[config.mk]
export PLATFORM = sky130hd
export DESIGN_NAME = cpu_core_register_set
export DESIGN_NICKNAME = d
export VERILOG_FILES = /design/src/rtl/cpu_core_pkg.sv /design/src/rtl/cpu_core_register_set.sv
export VERILOG_INCLUDE_DIRS = /design/src /design/src/rtl
export SDC_FILE = /design/constraint.sdc
export NUM_CORES = 1
export LEC_CHECK = 0
export ABC_CLOCK_PERIOD_IN_PS = 9900
export BUFFER_PORTS_ARGS = -buffer_cell sky130_fd_sc_hd__buf_2
export CAP_MARGIN = 20
export CORE_UTILIZATION = 55
export CTS_BUF_LIST = sky130_fd_sc_hd__clkbuf_4 sky130_fd_sc_hd__clkbuf_8 sky130_fd_sc_hd__clkbuf_16
export CTS_CLUSTER_SIZE = 10
export DETAILED_ROUTE_END_ITERATION = 7
export PLACE_DENSITY = 0.79
export SYNTH_ARGS = -nofsm -noshare
export SYNTH_HDL_FRONTEND = slang
export SYNTH_SLANG_ARGS = --single-unit
[constraint.sdc]
create_clock -name clk -period 9.9 [get_ports clk]
set_input_delay 0.99 -clock clk [delete_from_list [all_inputs] [get_ports clk]]
set_output_delay 0.99 -clock clk [all_outputs]
set_load 0.02 [all_outputs]
[src/rtl/cpu_core_consts.svh]
// Bit positions, reset values, offsets and step sizes for the CPU core register set
`ifndef CPU_CORE_CONSTS_SVH
`define CPU_CORE_CONSTS_SVH

`define FLAG_ZERO_BIT    1
`define FLAG_CARRY_BIT   2
`define FLAG_SUPER_BIT   3
`define FLAG_BANK_BIT    4
`define FLAG_IEN_BIT     0
`define FLAG_RESET       8'h02
`define FLAG_USER_MASK   8'h17
`define FLAG_READ_ADDR   8'hF7
`define BYTE_ZERO        8'h00
`define PC_RESET         16'h0000
`define PC_MIN_WIDTH     13
`define PC_MAX_WIDTH     16
`define INSTR_LEN        16'h0002
`define SP_STEP_PUSH     8'h01
`define SP_STEP_CALL     8'h02
`define SP_STEP_RETURN_FROM_INTERRUPT_OP     8'h03

`endif

[src/rtl/cpu_core_pkg.sv]
// Types shared by the CPU core register set and its sequencer
package cpu_core_pkg;

	// Operation applied to the selected destination
	typedef enum logic [3:0] {
		OP_MOV  = 4'h0,
		OP_ADD  = 4'h1,
		OP_ADC  = 4'h2,
		OP_SUB  = 4'h3,
		OP_SBB  = 4'h4,
		OP_AND  = 4'h5,
		OP_OR   = 4'h6,
		OP_XOR  = 4'h7,
		OP_SHL  = 4'h8,
		OP_SHR  = 4'h9,
		OP_SWAP = 4'hA
	} alu_op_t;

	// Where the second source byte comes from
	typedef enum logic [1:0] {
		MODE_IMMEDIATE = 2'h0,
		MODE_DIRECT    = 2'h1,
		MODE_INDEXED   = 2'h2
	} addr_mode_t;

	// Core register that takes the result
	typedef enum logic [1:0] {
		DST_ACC   = 2'h0,
		DST_INDEX = 2'h1,
		DST_SP    = 2'h2,
		DST_FLAGS = 2'h3
	} dest_t;

	// Stack pointer movement requested by the sequencer
	typedef enum logic [2:0] {
		STK_NONE = 3'h0,
		STK_PUSH = 3'h1,
		STK_POP  = 3'h2,
		STK_CALL = 3'h3,
		STK_RET  = 3'h4,
		STK_RETURN_FROM_INTERRUPT_OP = 3'h5
	} stack_cmd_t;

	// One-hot execution states
	typedef enum logic [2:0] {
		ST_IDLE  = 3'b001,
		ST_FETCH = 3'b010,
		ST_EXEC  = 3'b100
	} exec_state_t;

endpackage

[src/rtl/cpu_core_register_set.sv]
// Core register set of an 8-bit Harvard CPU with source addressing modes
`include "cpu_core_consts.svh"

module cpu_core_register_set #(
	parameter int PC_W = 16                          // Program counter width
) (
	input  wire logic                    clk,           // 25 MHz core clock
	input  wire logic                    reset,         // Synchronous, active high
	input  wire logic                    clk_en,        // Freezes all state when low
	input  wire logic                    op_valid,      // Operation offered
	input  wire cpu_core_pkg::alu_op_t   op_kind,       // Operation to perform
	input  wire cpu_core_pkg::addr_mode_t op_mode,      // Source addressing mode
	input  wire cpu_core_pkg::dest_t     op_dest,       // Destination register
	input  wire logic [7:0]              op_operand,    // Second instruction byte
	output logic                         op_ready,      // Operation may be offered
	output logic                         op_done,       // Operation retired
	output logic                         op_refused,    // Illegal destination ignored
	output logic                         mem_req,       // Source read request
	output logic [7:0]                   mem_addr,      // Source address
	input  wire logic                    mem_ack,       // Source data valid
	input  wire logic [7:0]              mem_rdata,     // Source data
	input  wire cpu_core_pkg::stack_cmd_t stack_cmd,    // Stack pointer movement
	input  wire logic                    pc_load_en,    // Load a jump target
	input  wire logic [PC_W-1:0]         pc_load_val,   // Jump target
	input  wire logic                    super_enter,   // Enter supervisor code
	input  wire logic                    super_leave,   // Return to user code
	input  wire logic                    irq_pending,   // Interrupt request from system
	output logic                         irq_take,      // Interrupt accepted
	input  wire logic                    reg_rd_en,     // Register space read
	input  wire logic [7:0]              reg_rd_addr,   // Register space address
	output logic [7:0]                   reg_rd_data,   // Register space read data
	output logic [7:0]                   accumulator,   // Accumulator value
	output logic [7:0]                   index_offset,  // Index register value
	output logic [7:0]                   stack_top_pointer, // Stack pointer value
	output logic [7:0]                   program_counter_high, // PC high byte
	output logic [7:0]                   program_counter_low,  // PC low byte
	output logic [7:0]                   status_flags,  // Flags register value
	output logic                         register_bank_select, // Register bank
	output logic                         interrupt_master_enable // Global enable
);
	import cpu_core_pkg::*;

	// Parameter check at elaboration: the PC must reach all program memory
	// and still split into two bytes
	if (PC_W < `PC_MIN_WIDTH || PC_W > `PC_MAX_WIDTH) begin : g_pc_w_bad
		$error("PC_W must cover the program memory and fit two bytes");
	end

	// Architectural registers
	// The PC is always held at 16 bits so both byte views exist;
	// a narrow PC_W only leaves the upper bits at zero
	logic [7:0]      acc_q, acc_d;       // Accumulator
	logic [7:0]      idx_q, idx_d;       // Index register
	logic [7:0]      sp_q, sp_d;         // Stack pointer
	logic [15:0]     pc_q, pc_d;         // Program counter, upper bits zero if narrow
	logic [7:0]      flags_q, flags_d;   // Flags register

	// Sequencing state
	// Operation fields are latched at the take edge, so the caller may move on
	exec_state_t     state_q, state_d;   // Execution state
	alu_op_t         op_q, op_d;         // Latched operation
	dest_t           dst_q, dst_d;       // Latched destination
	addr_mode_t      mode_q, mode_d;     // Latched mode
	logic [7:0]      src_q, src_d;       // Second source byte
	logic [7:0]      maddr_q, maddr_d;   // Source address
	logic            mreq_q, mreq_d;     // Source read pending
	logic            done_q, done_d;     // Retire pulse
	logic            refuse_q, refuse_d; // Refusal pulse
	logic            irq_q, irq_d;       // Interrupt accept pulse
	logic [7:0]      rdat_q, rdat_d;     // Register space read data

	// Ready flag kept in a flop so op_ready needs no decode
	logic            ready_q, ready_d;   // Idle, operation may be offered

	// ALU scratch
	// Shared by all destinations; the chosen one is written, A as well on a swap into SP, and zero and carry for A or X results except MOV and SWAP
	logic [7:0]      first_src;          // First source from destination
	logic [8:0]      alu_full;           // Result with carry
	logic            alu_carry;          // Carry out
	logic            flags_touch;        // Operation writes zero and carry
	logic [15:0]     pc_mask;            // Keeps PC within PC_W bits

	// First source for arithmetic is the register named by the destination
	// SP and flags only reach the ALU through immediate operations
	always_comb begin
		unique case (dst_q)
			DST_ACC:   first_src = acc_q;
			DST_INDEX: first_src = idx_q;
			DST_SP:    first_src = sp_q;
			DST_FLAGS: first_src = flags_q;
		endcase
	end

	// Result and carry per operation; bit 8 of the sum is the carry or borrow
	// Carry into ADC and SBB is the stored carry flag, shifts ignore the operand
	always_comb begin
		alu_full    = {1'b0, src_q};
		flags_touch = 1'b1;
		unique case (op_q)
			OP_MOV: begin
				alu_full    = {1'b0, src_q};
				flags_touch = 1'b0;
			end
			OP_ADD:  alu_full = {1'b0, first_src} + {1'b0, src_q};
			OP_ADC:  alu_full = {1'b0, first_src} + {1'b0, src_q}
				+ {8'h00, flags_q[`FLAG_CARRY_BIT]};
			OP_SUB:  alu_full = {1'b0, first_src} - {1'b0, src_q};
			OP_SBB:  alu_full = {1'b0, first_src} - {1'b0, src_q}
				- {8'h00, flags_q[`FLAG_CARRY_BIT]};
			// Logic operations never carry
			OP_AND:  alu_full = {1'b0, first_src & src_q};
			OP_OR:   alu_full = {1'b0, first_src | src_q};
			OP_XOR:  alu_full = {1'b0, first_src ^ src_q};
			// Shifts push the bit shifted out into carry
			OP_SHL:  alu_full = {first_src, 1'b0};
			OP_SHR:  alu_full = {first_src[0], 1'b0, first_src[7:1]};
			OP_SWAP: begin
				alu_full    = {1'b0, acc_q};
				flags_touch = 1'b0;
			end
			default: begin
				alu_full    = {1'b0, src_q};
				flags_touch = 1'b0;
			end
		endcase
		alu_carry = alu_full[8];
	end

	// Wraps the PC at its own width when PC_W is narrow
	assign pc_mask = 16'hFFFF >> (16 - PC_W);

	// Next values for sequencing and the core registers
	always_comb begin
		acc_d    = acc_q;
		idx_d    = idx_q;
		sp_d     = sp_q;
		pc_d     = pc_q;
		flags_d  = flags_q;
		state_d  = state_q;
		op_d     = op_q;
		dst_d    = dst_q;
		mode_d   = mode_q;
		src_d    = src_q;
		maddr_d  = maddr_q;
		mreq_d   = mreq_q;
		done_d   = 1'b0;
		refuse_d = 1'b0;
		// A pending interrupt is only accepted while the global enable is set
		irq_d    = irq_pending & flags_q[`FLAG_IEN_BIT];

		// Only the flags answer in register space
		rdat_d   = `BYTE_ZERO;
		if (reg_rd_en && reg_rd_addr == `FLAG_READ_ADDR) begin
			rdat_d = flags_q;
		end

		// Stack movement from the sequencer; a result written to SP below wins
		// Moves count bytes of data memory
		unique case (stack_cmd)
			STK_PUSH: sp_d = sp_q + `SP_STEP_PUSH;
			STK_POP:  sp_d = sp_q - `SP_STEP_PUSH;
			STK_CALL: sp_d = sp_q + `SP_STEP_CALL;
			STK_RET:  sp_d = sp_q - `SP_STEP_CALL;
			STK_RETURN_FROM_INTERRUPT_OP: sp_d = sp_q - `SP_STEP_RETURN_FROM_INTERRUPT_OP;
			default:  sp_d = sp_q;
		endcase

		// Supervisory state changes only by hardware
		if (super_enter) begin
			flags_d[`FLAG_SUPER_BIT] = 1'b1;
		end else if (super_leave) begin
			flags_d[`FLAG_SUPER_BIT] = 1'b0;
		end

		// Operation sequencing
		unique case (state_q)
			ST_IDLE: begin
				// Accept an operation and form the source address
				// Indexed address wraps within 256 bytes
				if (op_valid) begin
					op_d   = op_kind;
					dst_d  = op_dest;
					mode_d = op_mode;
					src_d  = op_operand;
					unique case (op_mode)
						MODE_DIRECT: begin
							maddr_d = op_operand;
							mreq_d  = 1'b1;
							state_d = ST_FETCH;
						end
						MODE_INDEXED: begin
							maddr_d = op_operand + idx_q;
							mreq_d  = 1'b1;
							state_d = ST_FETCH;
						end
						// Immediate operand needs no fetch
						default: state_d = ST_EXEC;
					endcase
				end
			end
			ST_FETCH: begin
				// Wait for the addressed source byte
				// Address and request stand until the acknowledge
				if (mem_ack) begin
					src_d   = mem_rdata;
					mreq_d  = 1'b0;
					state_d = ST_EXEC;
				end
			end
			ST_EXEC: begin
				// Commit the result to the chosen register
				// Every retired operation is two bytes long
				state_d = ST_IDLE;
				done_d  = 1'b1;
				if (!pc_load_en) begin
					pc_d = (pc_q + `INSTR_LEN) & pc_mask;
				end
				// Direct and indexed sources only reach A or X
				if (mode_q != MODE_IMMEDIATE && (dst_q == DST_SP || dst_q == DST_FLAGS)) begin
					refuse_d = 1'b1;
				end else begin
					unique case (dst_q)
						DST_ACC: begin
							acc_d = alu_full[7:0];
						end
						DST_INDEX: begin
							idx_d = alu_full[7:0];
						end
						DST_SP: begin
							sp_d = alu_full[7:0];
							// Swap trades A and SP in one cycle
							if (op_q == OP_SWAP) begin
								acc_d = sp_q;
							end
						end
						DST_FLAGS: begin
							// Flags only through AND or OR, super kept
							// Reserved bits stay zero, super follows the hardware inputs
							if (op_q == OP_AND) begin
								flags_d = ((flags_q & src_q) & `FLAG_USER_MASK)
									| (flags_d & ~`FLAG_USER_MASK);
							end else if (op_q == OP_OR) begin
								flags_d = ((flags_q | src_q) & `FLAG_USER_MASK)
									| (flags_d & ~`FLAG_USER_MASK);
							end else begin
								refuse_d = 1'b1;
							end
						end
					endcase
					// Results to A or X set zero and carry except for MOV and SWAP; SP and flags keep them
					if (flags_touch && dst_q != DST_FLAGS && dst_q != DST_SP) begin
						flags_d[`FLAG_CARRY_BIT] = alu_carry;
						flags_d[`FLAG_ZERO_BIT]  = (alu_full[7:0] == `BYTE_ZERO);
					end
				end
			end
			default: state_d = ST_IDLE;
		endcase
		// A jump target loaded this cycle wins over the step
		if (pc_load_en) begin
			pc_d = 16'(pc_load_val);
		end
		// Ready follows the state about to be entered
		ready_d  = (state_d == ST_IDLE);
	end

	// Register all state; reset gives zeroes, the zero flag, the idle state and ready set
	// Reset wins over a low clock enable so the core always starts clean
	always_ff @(posedge clk) begin
		if (reset) begin
			acc_q    <= `BYTE_ZERO;
			idx_q    <= `BYTE_ZERO;
			sp_q     <= `BYTE_ZERO;
			pc_q     <= `PC_RESET;
			flags_q  <= `FLAG_RESET;
			state_q  <= ST_IDLE;
			op_q     <= OP_MOV;
			dst_q    <= DST_ACC;
			mode_q   <= MODE_IMMEDIATE;
			src_q    <= `BYTE_ZERO;
			maddr_q  <= `BYTE_ZERO;
			mreq_q   <= 1'b0;
			done_q   <= 1'b0;
			refuse_q <= 1'b0;
			irq_q    <= 1'b0;
			rdat_q   <= `BYTE_ZERO;
			ready_q  <= 1'b1;
		end else if (clk_en) begin
			acc_q    <= acc_d;
			idx_q    <= idx_d;
			sp_q     <= sp_d;
			pc_q     <= pc_d;
			flags_q  <= flags_d;
			state_q  <= state_d;
			op_q     <= op_d;
			dst_q    <= dst_d;
			mode_q   <= mode_d;
			src_q    <= src_d;
			maddr_q  <= maddr_d;
			mreq_q   <= mreq_d;
			done_q   <= done_d;
			refuse_q <= refuse_d;
			irq_q    <= irq_d;
			rdat_q   <= rdat_d;
			ready_q  <= ready_d;
		end
	end

	// Outputs straight from flip-flops
	// Bank select and interrupt enable are bits of the flags flop
	assign op_ready                = ready_q;
	assign op_done                 = done_q;
	assign op_refused              = refuse_q;
	assign mem_req                 = mreq_q;
	assign mem_addr                = maddr_q;
	assign irq_take                = irq_q;
	assign reg_rd_data             = rdat_q;
	assign accumulator             = acc_q;
	assign index_offset            = idx_q;
	assign stack_top_pointer       = sp_q;
	assign program_counter_high    = pc_q[15:8];
	assign program_counter_low     = pc_q[7:0];
	assign status_flags            = flags_q;
	assign register_bank_select    = flags_q[`FLAG_BANK_BIT];
	assign interrupt_master_enable = flags_q[`FLAG_IEN_BIT];

endmodule

==> results of run 1 <==
==> worst max path at each step <==
stage	startpoint	end	slack [ns]
6_report	dst_q[0]$_SDFFE_PP0P_	index_offset[7]$_SDFFE_PP0P_	5.22
3_3_place_gp	dst_q[0]$_SDFFE_PP0P_	status_flags[1]$_SDFFE_PP1P_	5.54
5_1_grt	dst_q[0]$_SDFFE_PP0P_	index_offset[7]$_SDFFE_PP0P_	5.01
3_5_place_dp	dst_q[0]$_SDFFE_PP0P_	stack_top_pointer[7]$_SDFFE_PP0P_	5.46
4_1_cts	dst_q[0]$_SDFFE_PP0P_	index_offset[7]$_SDFFE_PP0P_	5.40
2_1_floorplan	dst_q[0]$_SDFFE_PP0P_	stack_top_pointer[6]$_SDFFE_PP0P_	6.28
==> through the flow <==
stage / setup slack, ns / util [%] / std cells / power [µW] / area, µm²
floorplan: 6.28 / - / 930 / 553 / 7200
global placement: 5.54 / 61.7 / 1173 / 622 / 7820
detailed placement: 5.46 / 61.7 / 1173 / 624 / 7820
CTS: 5.40 / 64.0 / 1187 / 954 / 8110
global route: 5.01 / 64.1 / 1189 / 1000 / 8120
finish: 5.22 / 64.1 / 1189 / 960 / 8120
==> routing by layer <==
| metal | vias up | share of wire [%] | global-route usage (%) | routed length [µm] |
|---|---|---|---|---|
| li1 | 3618 | - | - | - |
| met1 | 3558 | 44 | 44.3 | 9620 |
| met2 | 369 | 45 | 51.1 | 9810 |
| met3 | 64 | 7.6 | 5.55 | 1660 |
| met4 | 0 | 3.9 | 15.9 | 851 |
| met5 | - | 0 | 0 | 0 |
==> state kept, by name (all words and copies together) (netlist names) <==
register	flops
pc_q	16
accumulator	8
index_offset	8
mem_addr	8
src_q	8
stack_top_pointer	8
reg_rd_data	5
status_flags	5
op_q	4
state_q	3
dst_q	2
mode_q	2
irq_take	1
mem_req	1
op_done	1
op_ready	1
op_refused	1
==> cells by family after synthesis <==
family | Yosys count | share of synthesized area [%]
flops | 82 | 22.9
fa+ha+maj | 53 | 9.76
buf+inv | 108 | 6.31
mux | 45 | 7.18
simple gates | 319 | 22.5
other cells | 1 | 0.0522
compound gates | 285 | 27.4
xor+xnor | 32 | 3.90
==> critical path: stages, from the launching register on <==
cell and delay [ns]:
dfxtp_1 0.94, mux4_2 0.65, ha_1 0.50, nor3_1 0.62, nor4_1 0.12, a211oi_1 0.50
nor4_1 0.12, and3_1 0.21, o31ai_1 0.49, nor2_1 0.15, a211oi_1 0.28
==> cells in the mapped netlist, types with 5 or more instances <==
cell	number	share of area [%]
or2_2	7	0.61
fa_1	5	1.4
nand4_1	8	0.70
dfxtp_1	82	23
nand2_1	64	3.3
nor3_1	16	1.1
buf_4	8	0.84
xor2_1	11	1.3
a31oi_1	11	0.96
a22oi_1	10	1.0
nand3_1	20	1.4
mux4_2	5	1.6
o211ai_1	12	1.3
buf_2	8	0.56
or3_1	15	1.3
a21oi_1	57	4.0
and3_1	11	0.96
a211oi_1	49	5.1
nor4_1	10	0.87
and2_1	6	0.52
mux2i_1	38	5.3
nor3b_1	9	0.94
o22ai_1	7	0.61
o21ai_0	45	3.1
a21o_1	10	1.0
nand3b_1	7	0.73
nor2_1	96	5.0
o31ai_1	7	0.73
inv_1	44	2.3
clkbuf_1	42	2.2
nor2b_1	22	1.9
xnor2_1	21	2.6
a221oi_1	6	0.73
nand2b_1	10	0.87
o21bai_1	6	0.63
a311oi_1	10	1.2
o31a_1	5	0.61
ha_1	48	8.4
==> power breakdown <==
part           switching (µW)  internal [µW]
Clock                     135            200
Combinational             162           99.1
Sequential               20.0            344
==> final cells by class <==
cell class | instances | area, µm²
fillers | 1163 | 4550
clock buffers | 10 | 239
inverters | 46 | 173
repair buffers | 135 | 698
well taps | 172 | 215
multi-input cells | 740 | 5100
clock inverters | 4 | 52.6
flip-flops and latches | 82 | 1640
==> out/summary.md, run 1 <==
The power density over the cells is 118 mW/mm². The signed area change from the synthesized netlist to the final layout works out to 13.1%. Number of global-route vias before repair: 6773.

The count of pins over their slew limit is 0. The post-CTS setup buffer count was 0. The number of buffers between clock root and the deepest sink came out at 2. The tools report the initial standard-cell utilization of the core as 56.7%. The endpoint of the worst hold path was op_ready$_SDFFE_PP1P_. The worst register-to-register path begins at dst_q[0]$_SDFFE_PP0P_. The tightest hold path in the finished design has a slack of 0.457 ns. The worst reg2reg path depth works out to 10. The vertical die dimension is 116 µm. For the count of final setup violators, the log shows 0. The half-perimeter wire length after placement came out at 16500 µm. The sum of overflow across all layers after global routing is 0, and the first-pass detailed-route iteration total is 7. The clock transition at the registers of the reported paths works out to 0.06 ns. The logs give 0 for the initial antenna violation count and 0.989 for the global placer's final weighted congestion. For this run, the top clock speed supported by timing is 214 MHz.

The worst-case IR drop observed on VDD is 0.0000687 V. Across the routed clock network, the largest skew measured is 0.00719 ns. In this run the cell area of the synthesized design comes to 0.00718 mm². The share of the cycle needed by the critical path after routing is 47.3%, and the static leakage power is 0.00331 µW. The worst register-to-register path has a setup slack of 5.22 ns. The clock network latency to the later pin of the worst-skew pair came out at 0.34 ns. Along the worst hold path, the cell count comes to 2. After clock tree synthesis, the repair step resized 0 gates. STA puts the critical path data required time at 10.14 ns. Entering global routing, the biggest net connects 85 pins. The max-cap violation count was 0; the area of the core was 0.0127 mm². Dividing the synthesized area by the synthesized cell count gives 7.76 µm².

Setup repair after global routing left no endpoint under its margin. The part of the Yosys area used for sequential elements was 22.9%; the total via count after detailed routing was 7609. The width of the die was 116 µm. The starting DRC count in detailed routing came out at 759.

The flop and latch count out of synthesis works out to 82. Synthesis instantiated 77 different standard cells from the library. Number of standard cells after synthesis: 925.

The share of post-route cells with drive strength above 1 works out to 16.9%. TritonCTS built the clock tree. Clock tree synthesis selected as its root buffer the cell clkbuf_16. At the pin with the least slew margin, the transition time is 1.12 ns. The tools report the worst hold path startpoint as op_ready$_SDFFE_PP1P_. The category of the critical setup timing path is reg2reg.

The floorplan has 41 rows. Final layout net count: 1128. The endpoint identified for the worst register-to-register timing path is index_offset[7]$_SDFFE_PP0P_.

The number of clock buffers added by TritonCTS is 9. The tools report the endpoint type of the worst setup path as a register. The average wire length per cell after detail routing came out at 18.4 µm. Detailed-route wire length: 21900 µm.

Along the worst path, the maximum fanout reaches 22. In the synthesized netlist the dominant register cell turns out to be dfxtp_1. In the layout the commonest cells are buf_2, nor2_1, dfxtp_1, nand2_1, a21oi_1. Buffers placed on the I/O ports in this run total 125.

The data arrival time at the worst-slack endpoint was 4.92 ns; the number of placed I/O pins was 132. The number of enable-type register cells in the synthesized netlist is 0, and the time the worst path needs with I/O delays and setup is 4.68 ns. Once detail routing completed, the nets flagged for antenna violations numbered 0. The remaining design rule violation count came out at 0.

The worst setup path is launched from a register. The run gives 0 as the number of warnings reported in the yosys synthesis log. Using the TritonRoute via totals, the vias-per-cell ratio works out to 6.40. The number of hold buffers added after CTS was 0. The run gives 0 ns as the setup TNS. The flow ran to the end, and the final reports show no timing, DRC or antenna violations. The tools report the worst max-slew margin expressed relative to the limit as 25.1%. The first global-routing pass estimated 34900 µm of wire.

For the aggregate global-route resource usage, the log shows 32.9%. Count of endpoints failing hold in the final timing report: 0. The die area was 0.0135 mm². The tree built by TritonCTS fans out to 82 sinks.

0 antenna diodes ended up in the layout. The H-tree was split into 3 levels. For this run, asynchronously set or reset flops after synthesis account for 0%. The path class of the tightest hold or removal check is reg2reg.

Leaving out fill and tap cells, the most frequent cell in the layout is buf_2.
Power figures use the tool's default switching activity.
==> run 2: changes to the inputs <==
--- a/config.mk
+++ b/config.mk
@@ -6,14 +6,14 @@
 export SDC_FILE = /design/constraint.sdc
 export NUM_CORES = 1
 export LEC_CHECK = 0
-export ABC_CLOCK_PERIOD_IN_PS = 9900
+export ABC_CLOCK_PERIOD_IN_PS = 4100
 export BUFFER_PORTS_ARGS = -buffer_cell sky130_fd_sc_hd__buf_2
 export CAP_MARGIN = 20
-export CORE_UTILIZATION = 55
+export CORE_UTILIZATION = 52
 export CTS_BUF_LIST = sky130_fd_sc_hd__clkbuf_4 sky130_fd_sc_hd__clkbuf_8 sky130_fd_sc_hd__clkbuf_16
 export CTS_CLUSTER_SIZE = 10
 export DETAILED_ROUTE_END_ITERATION = 7
-export PLACE_DENSITY = 0.79
+export PLACE_DENSITY = 0.78
 export SYNTH_ARGS = -nofsm -noshare
 export SYNTH_HDL_FRONTEND = slang
 export SYNTH_SLANG_ARGS = --single-unit
==> constraint.sdc (replaced) <==
create_clock -name clk -period 4.1 [get_ports clk]
set_input_delay 0.41 -clock clk [delete_from_list [all_inputs] [get_ports clk]]
set_output_delay 0.41 -clock clk [all_outputs]
set_load 0.02 [all_outputs]
==> out/summary.md, run 2 (synthesized netlist as in run 1, its figures left out) <==
The setup slack after placement is 0.130 ns, and the number of placed I/O pins is 132. For the aggregate global-route resource usage, the log shows 32.4%. The first-pass detailed-route iteration total came out at 5. Using the TritonRoute via totals, the vias-per-cell ratio works out to 6.28.

For this run, design rule violations remaining after detail routing come to 0. The flow ran to the end, and the final reports show no timing, DRC or antenna violations. The setup TNS was 0 ns; the power density over the cells was 275 mW/mm². Setup repair after global routing left no endpoint under its margin. The share of post-route cells with drive strength above 1 is 20.1%, and the worst-case vdd ir drop is 0.000188 V. The clock network latency to the later pin of the worst-skew pair was 0.34 ns; the number of placement rows was 42. Across the run, the number of max-cap violations was 0.

The kind of launch point of the worst setup path is a register. The count of endpoints failing hold in the final timing report came out at 0. The clock transition at the registers of the reported paths was 0.06 ns; the count of final setup violators was 0. Type of the worst min-delay path: in2reg. The die is 120 µm wide. The number of cells on the worst reg-to-reg path is 12.

The signed area change from the synthesized netlist to the final layout came out at 16.9%. In this run the tool buffered the top-level ports with 125 buffer cells. The initial standard-cell utilization of the core came out at 53.8%.

The tools report the endpoint type of the worst setup path as a register. The area of the core was 0.0133 mm². The start point of the critical path was dst_q[0]$_SDFFE_PP0P_.

0 antenna diodes ended up in the layout. The share of the cycle needed by the critical path after routing works out to 95.2%. TritonCTS built the clock tree. Based on the critical path, the design can be clocked at up to 256 MHz.

Ranked by flip-flop count, first place goes to pc_q. For the final layout net count, the log shows 1162. In the final routed layout, each cell accounts on average for 18.9 µm. The worst register-to-register path begins at dst_q[0]$_SDFFE_PP0P_. The tools report the largest net degree at the start of global routing as 57. The register with the most flip-flops in the layout has 16 of them. The starting DRC count in detailed routing is 746. For this design the static power due to leakage is 0.00348 µW.

Across the routed clock network, the largest skew measured is 0.00616 ns. The data arrival time at the worst-slack endpoint was 4.18 ns. In this run the critical register-to-register path is captured at status_flags[1]$_SDFFE_PP1P_. The sum of overflow across all layers after global routing is 0, and the worst max-slew margin expressed relative to the limit is 28.3%. Most frequent standard cell in the layout excluding fill and tap cells: buf_2. The cell count after placement was 1212; the transition time at the pin with the least slew margin was 1.08 ns. The number of global-route vias before repair came out at 7081. Along the worst path, the maximum fanout reaches 15. H-tree depth: 3. Area of combinational cells with multiple inputs: 0.00512 mm².

Subtracting the final worst setup slack from the clock period gives 3.90 ns. The worst setup path is of the reg2reg kind. The logs give 0.0143 mm² for the die area and 17800 µm for the half-perimeter wire length after placement.

The worst register-to-register path has a setup slack of 0.20 ns. The tree built by TritonCTS fans out to 82 sinks. In this run the worst setup path terminates at status_flags[1]$_SDFFE_PP1P_. Counting the fill cells in the layout gives 1233.

The tools report the library cell used as clock root buffer as clkbuf_16. Detailed-route wire length: 23200 µm. The run gives 37100 µm as the wire length of the first global-routing pass. The number of buffers between clock root and the deepest sink was 2. Across all layers, the routed design uses 7717 vias.

In the layout the commonest cells are buf_2, nor2_1, dfxtp_1, nand2_1, a21oi_1. For the initial antenna violation count, the log shows 0. The critical path data required time was 4.38 ns. In the final layout, flip-flops and latches occupy 0.00164 mm².

The floorplan step set the die height to 120 µm. Across all setup checks in the final design, the least slack found is 0.196 ns. Routability-driven placement finished with a final weighted congestion of 0.976. The logs give 9 for the CTS buffer count and 0 for the number of antenna-violating nets in the routed design. The count of pins over their slew limit is 0, and the non-filler instance count after layout is 1229.
==> run 2: what timing repair did <==
action | 4_1_cts | 5_1_grt
gates resized for setup | 0 | 4
hold buffers | 0 | 0
endpoints found under the setup margin | 0 | 10
buffers inserted | 0 | 1
==> run 2: worst min-delay path by stage <==
stage,from,endpoint,slack [ns],cells after the start
after detailed placement,op_ready$_SDFFE_PP1P_,op_ready$_SDFFE_PP1P_,0.44,2
final,op_kind[3],op_q[3]$_SDFFE_PP0P_,0.29,3
after floorplan,mode_q[0]$_SDFFE_PP0P_,mode_q[0]$_SDFFE_PP0P_,0.47,2
after global routing,op_dest[1],dst_q[1]$_SDFFE_PP0P_,0.31,3
after global placement,op_ready$_SDFFE_PP1P_,op_ready$_SDFFE_PP1P_,0.44,2
after CTS,op_kind[3],op_q[3]$_SDFFE_PP0P_,0.29,3
==> run 2: final cells by class <==
class | instances | area share (%)
multi-input cells | 740 | 61.0
flip-flops and latches | 82 | 19.6
repair buffers | 169 | 11.4
clock buffers | 9 | 2.68
well taps | 176 | 2.62
inverters | 46 | 2.06
clock inverters | 7 | 0.656
==> run 2: critical path: stages (launching register included) <==
cell	delay (ns)
dfxtp_2	0.42
buf_4	0.27
mux4_2	0.61
ha_1	0.36
buf_4	0.17
nor2b_1	0.34
o21ai_0	0.18
nand3_1	0.15
xor2_1	0.21
o2111ai_1	0.13
o32a_1	0.46
or3_1	0.41
o21ai_1	0.12
==> run 2: layer usage <==
| metal | GRT usage [%] | wire, µm | vias to the layer above |
|---|---|---|---|
| met5 | 0 | 0 | - |
| met4 | 16.2 | 937 | 0 |
| met3 | 4.04 | 1370 | 63 |
| met2 | 52.0 | 10900 | 347 |
| met1 | 43.0 | 9960 | 3635 |
| li1 | - | - | 3672 |
==> run 2: through the flow <==
step	cell area [µm²]	util, %	power (µW)	hold slack (ns)
after floorplan	7200	-	1340	0.469
after global placement	8090	60.6	1530	0.443
after detailed placement	8090	60.6	1540	0.440
after CTS	8370	62.7	2290	0.293
after global routing	8390	62.9	2410	0.309
final	8390	62.9	2310	0.294
==> run 2: power breakdown <==
group	internal, µW	switching [µW]
logic	262	409
clock network	415	345
registers	830	43.7
total	1510	798
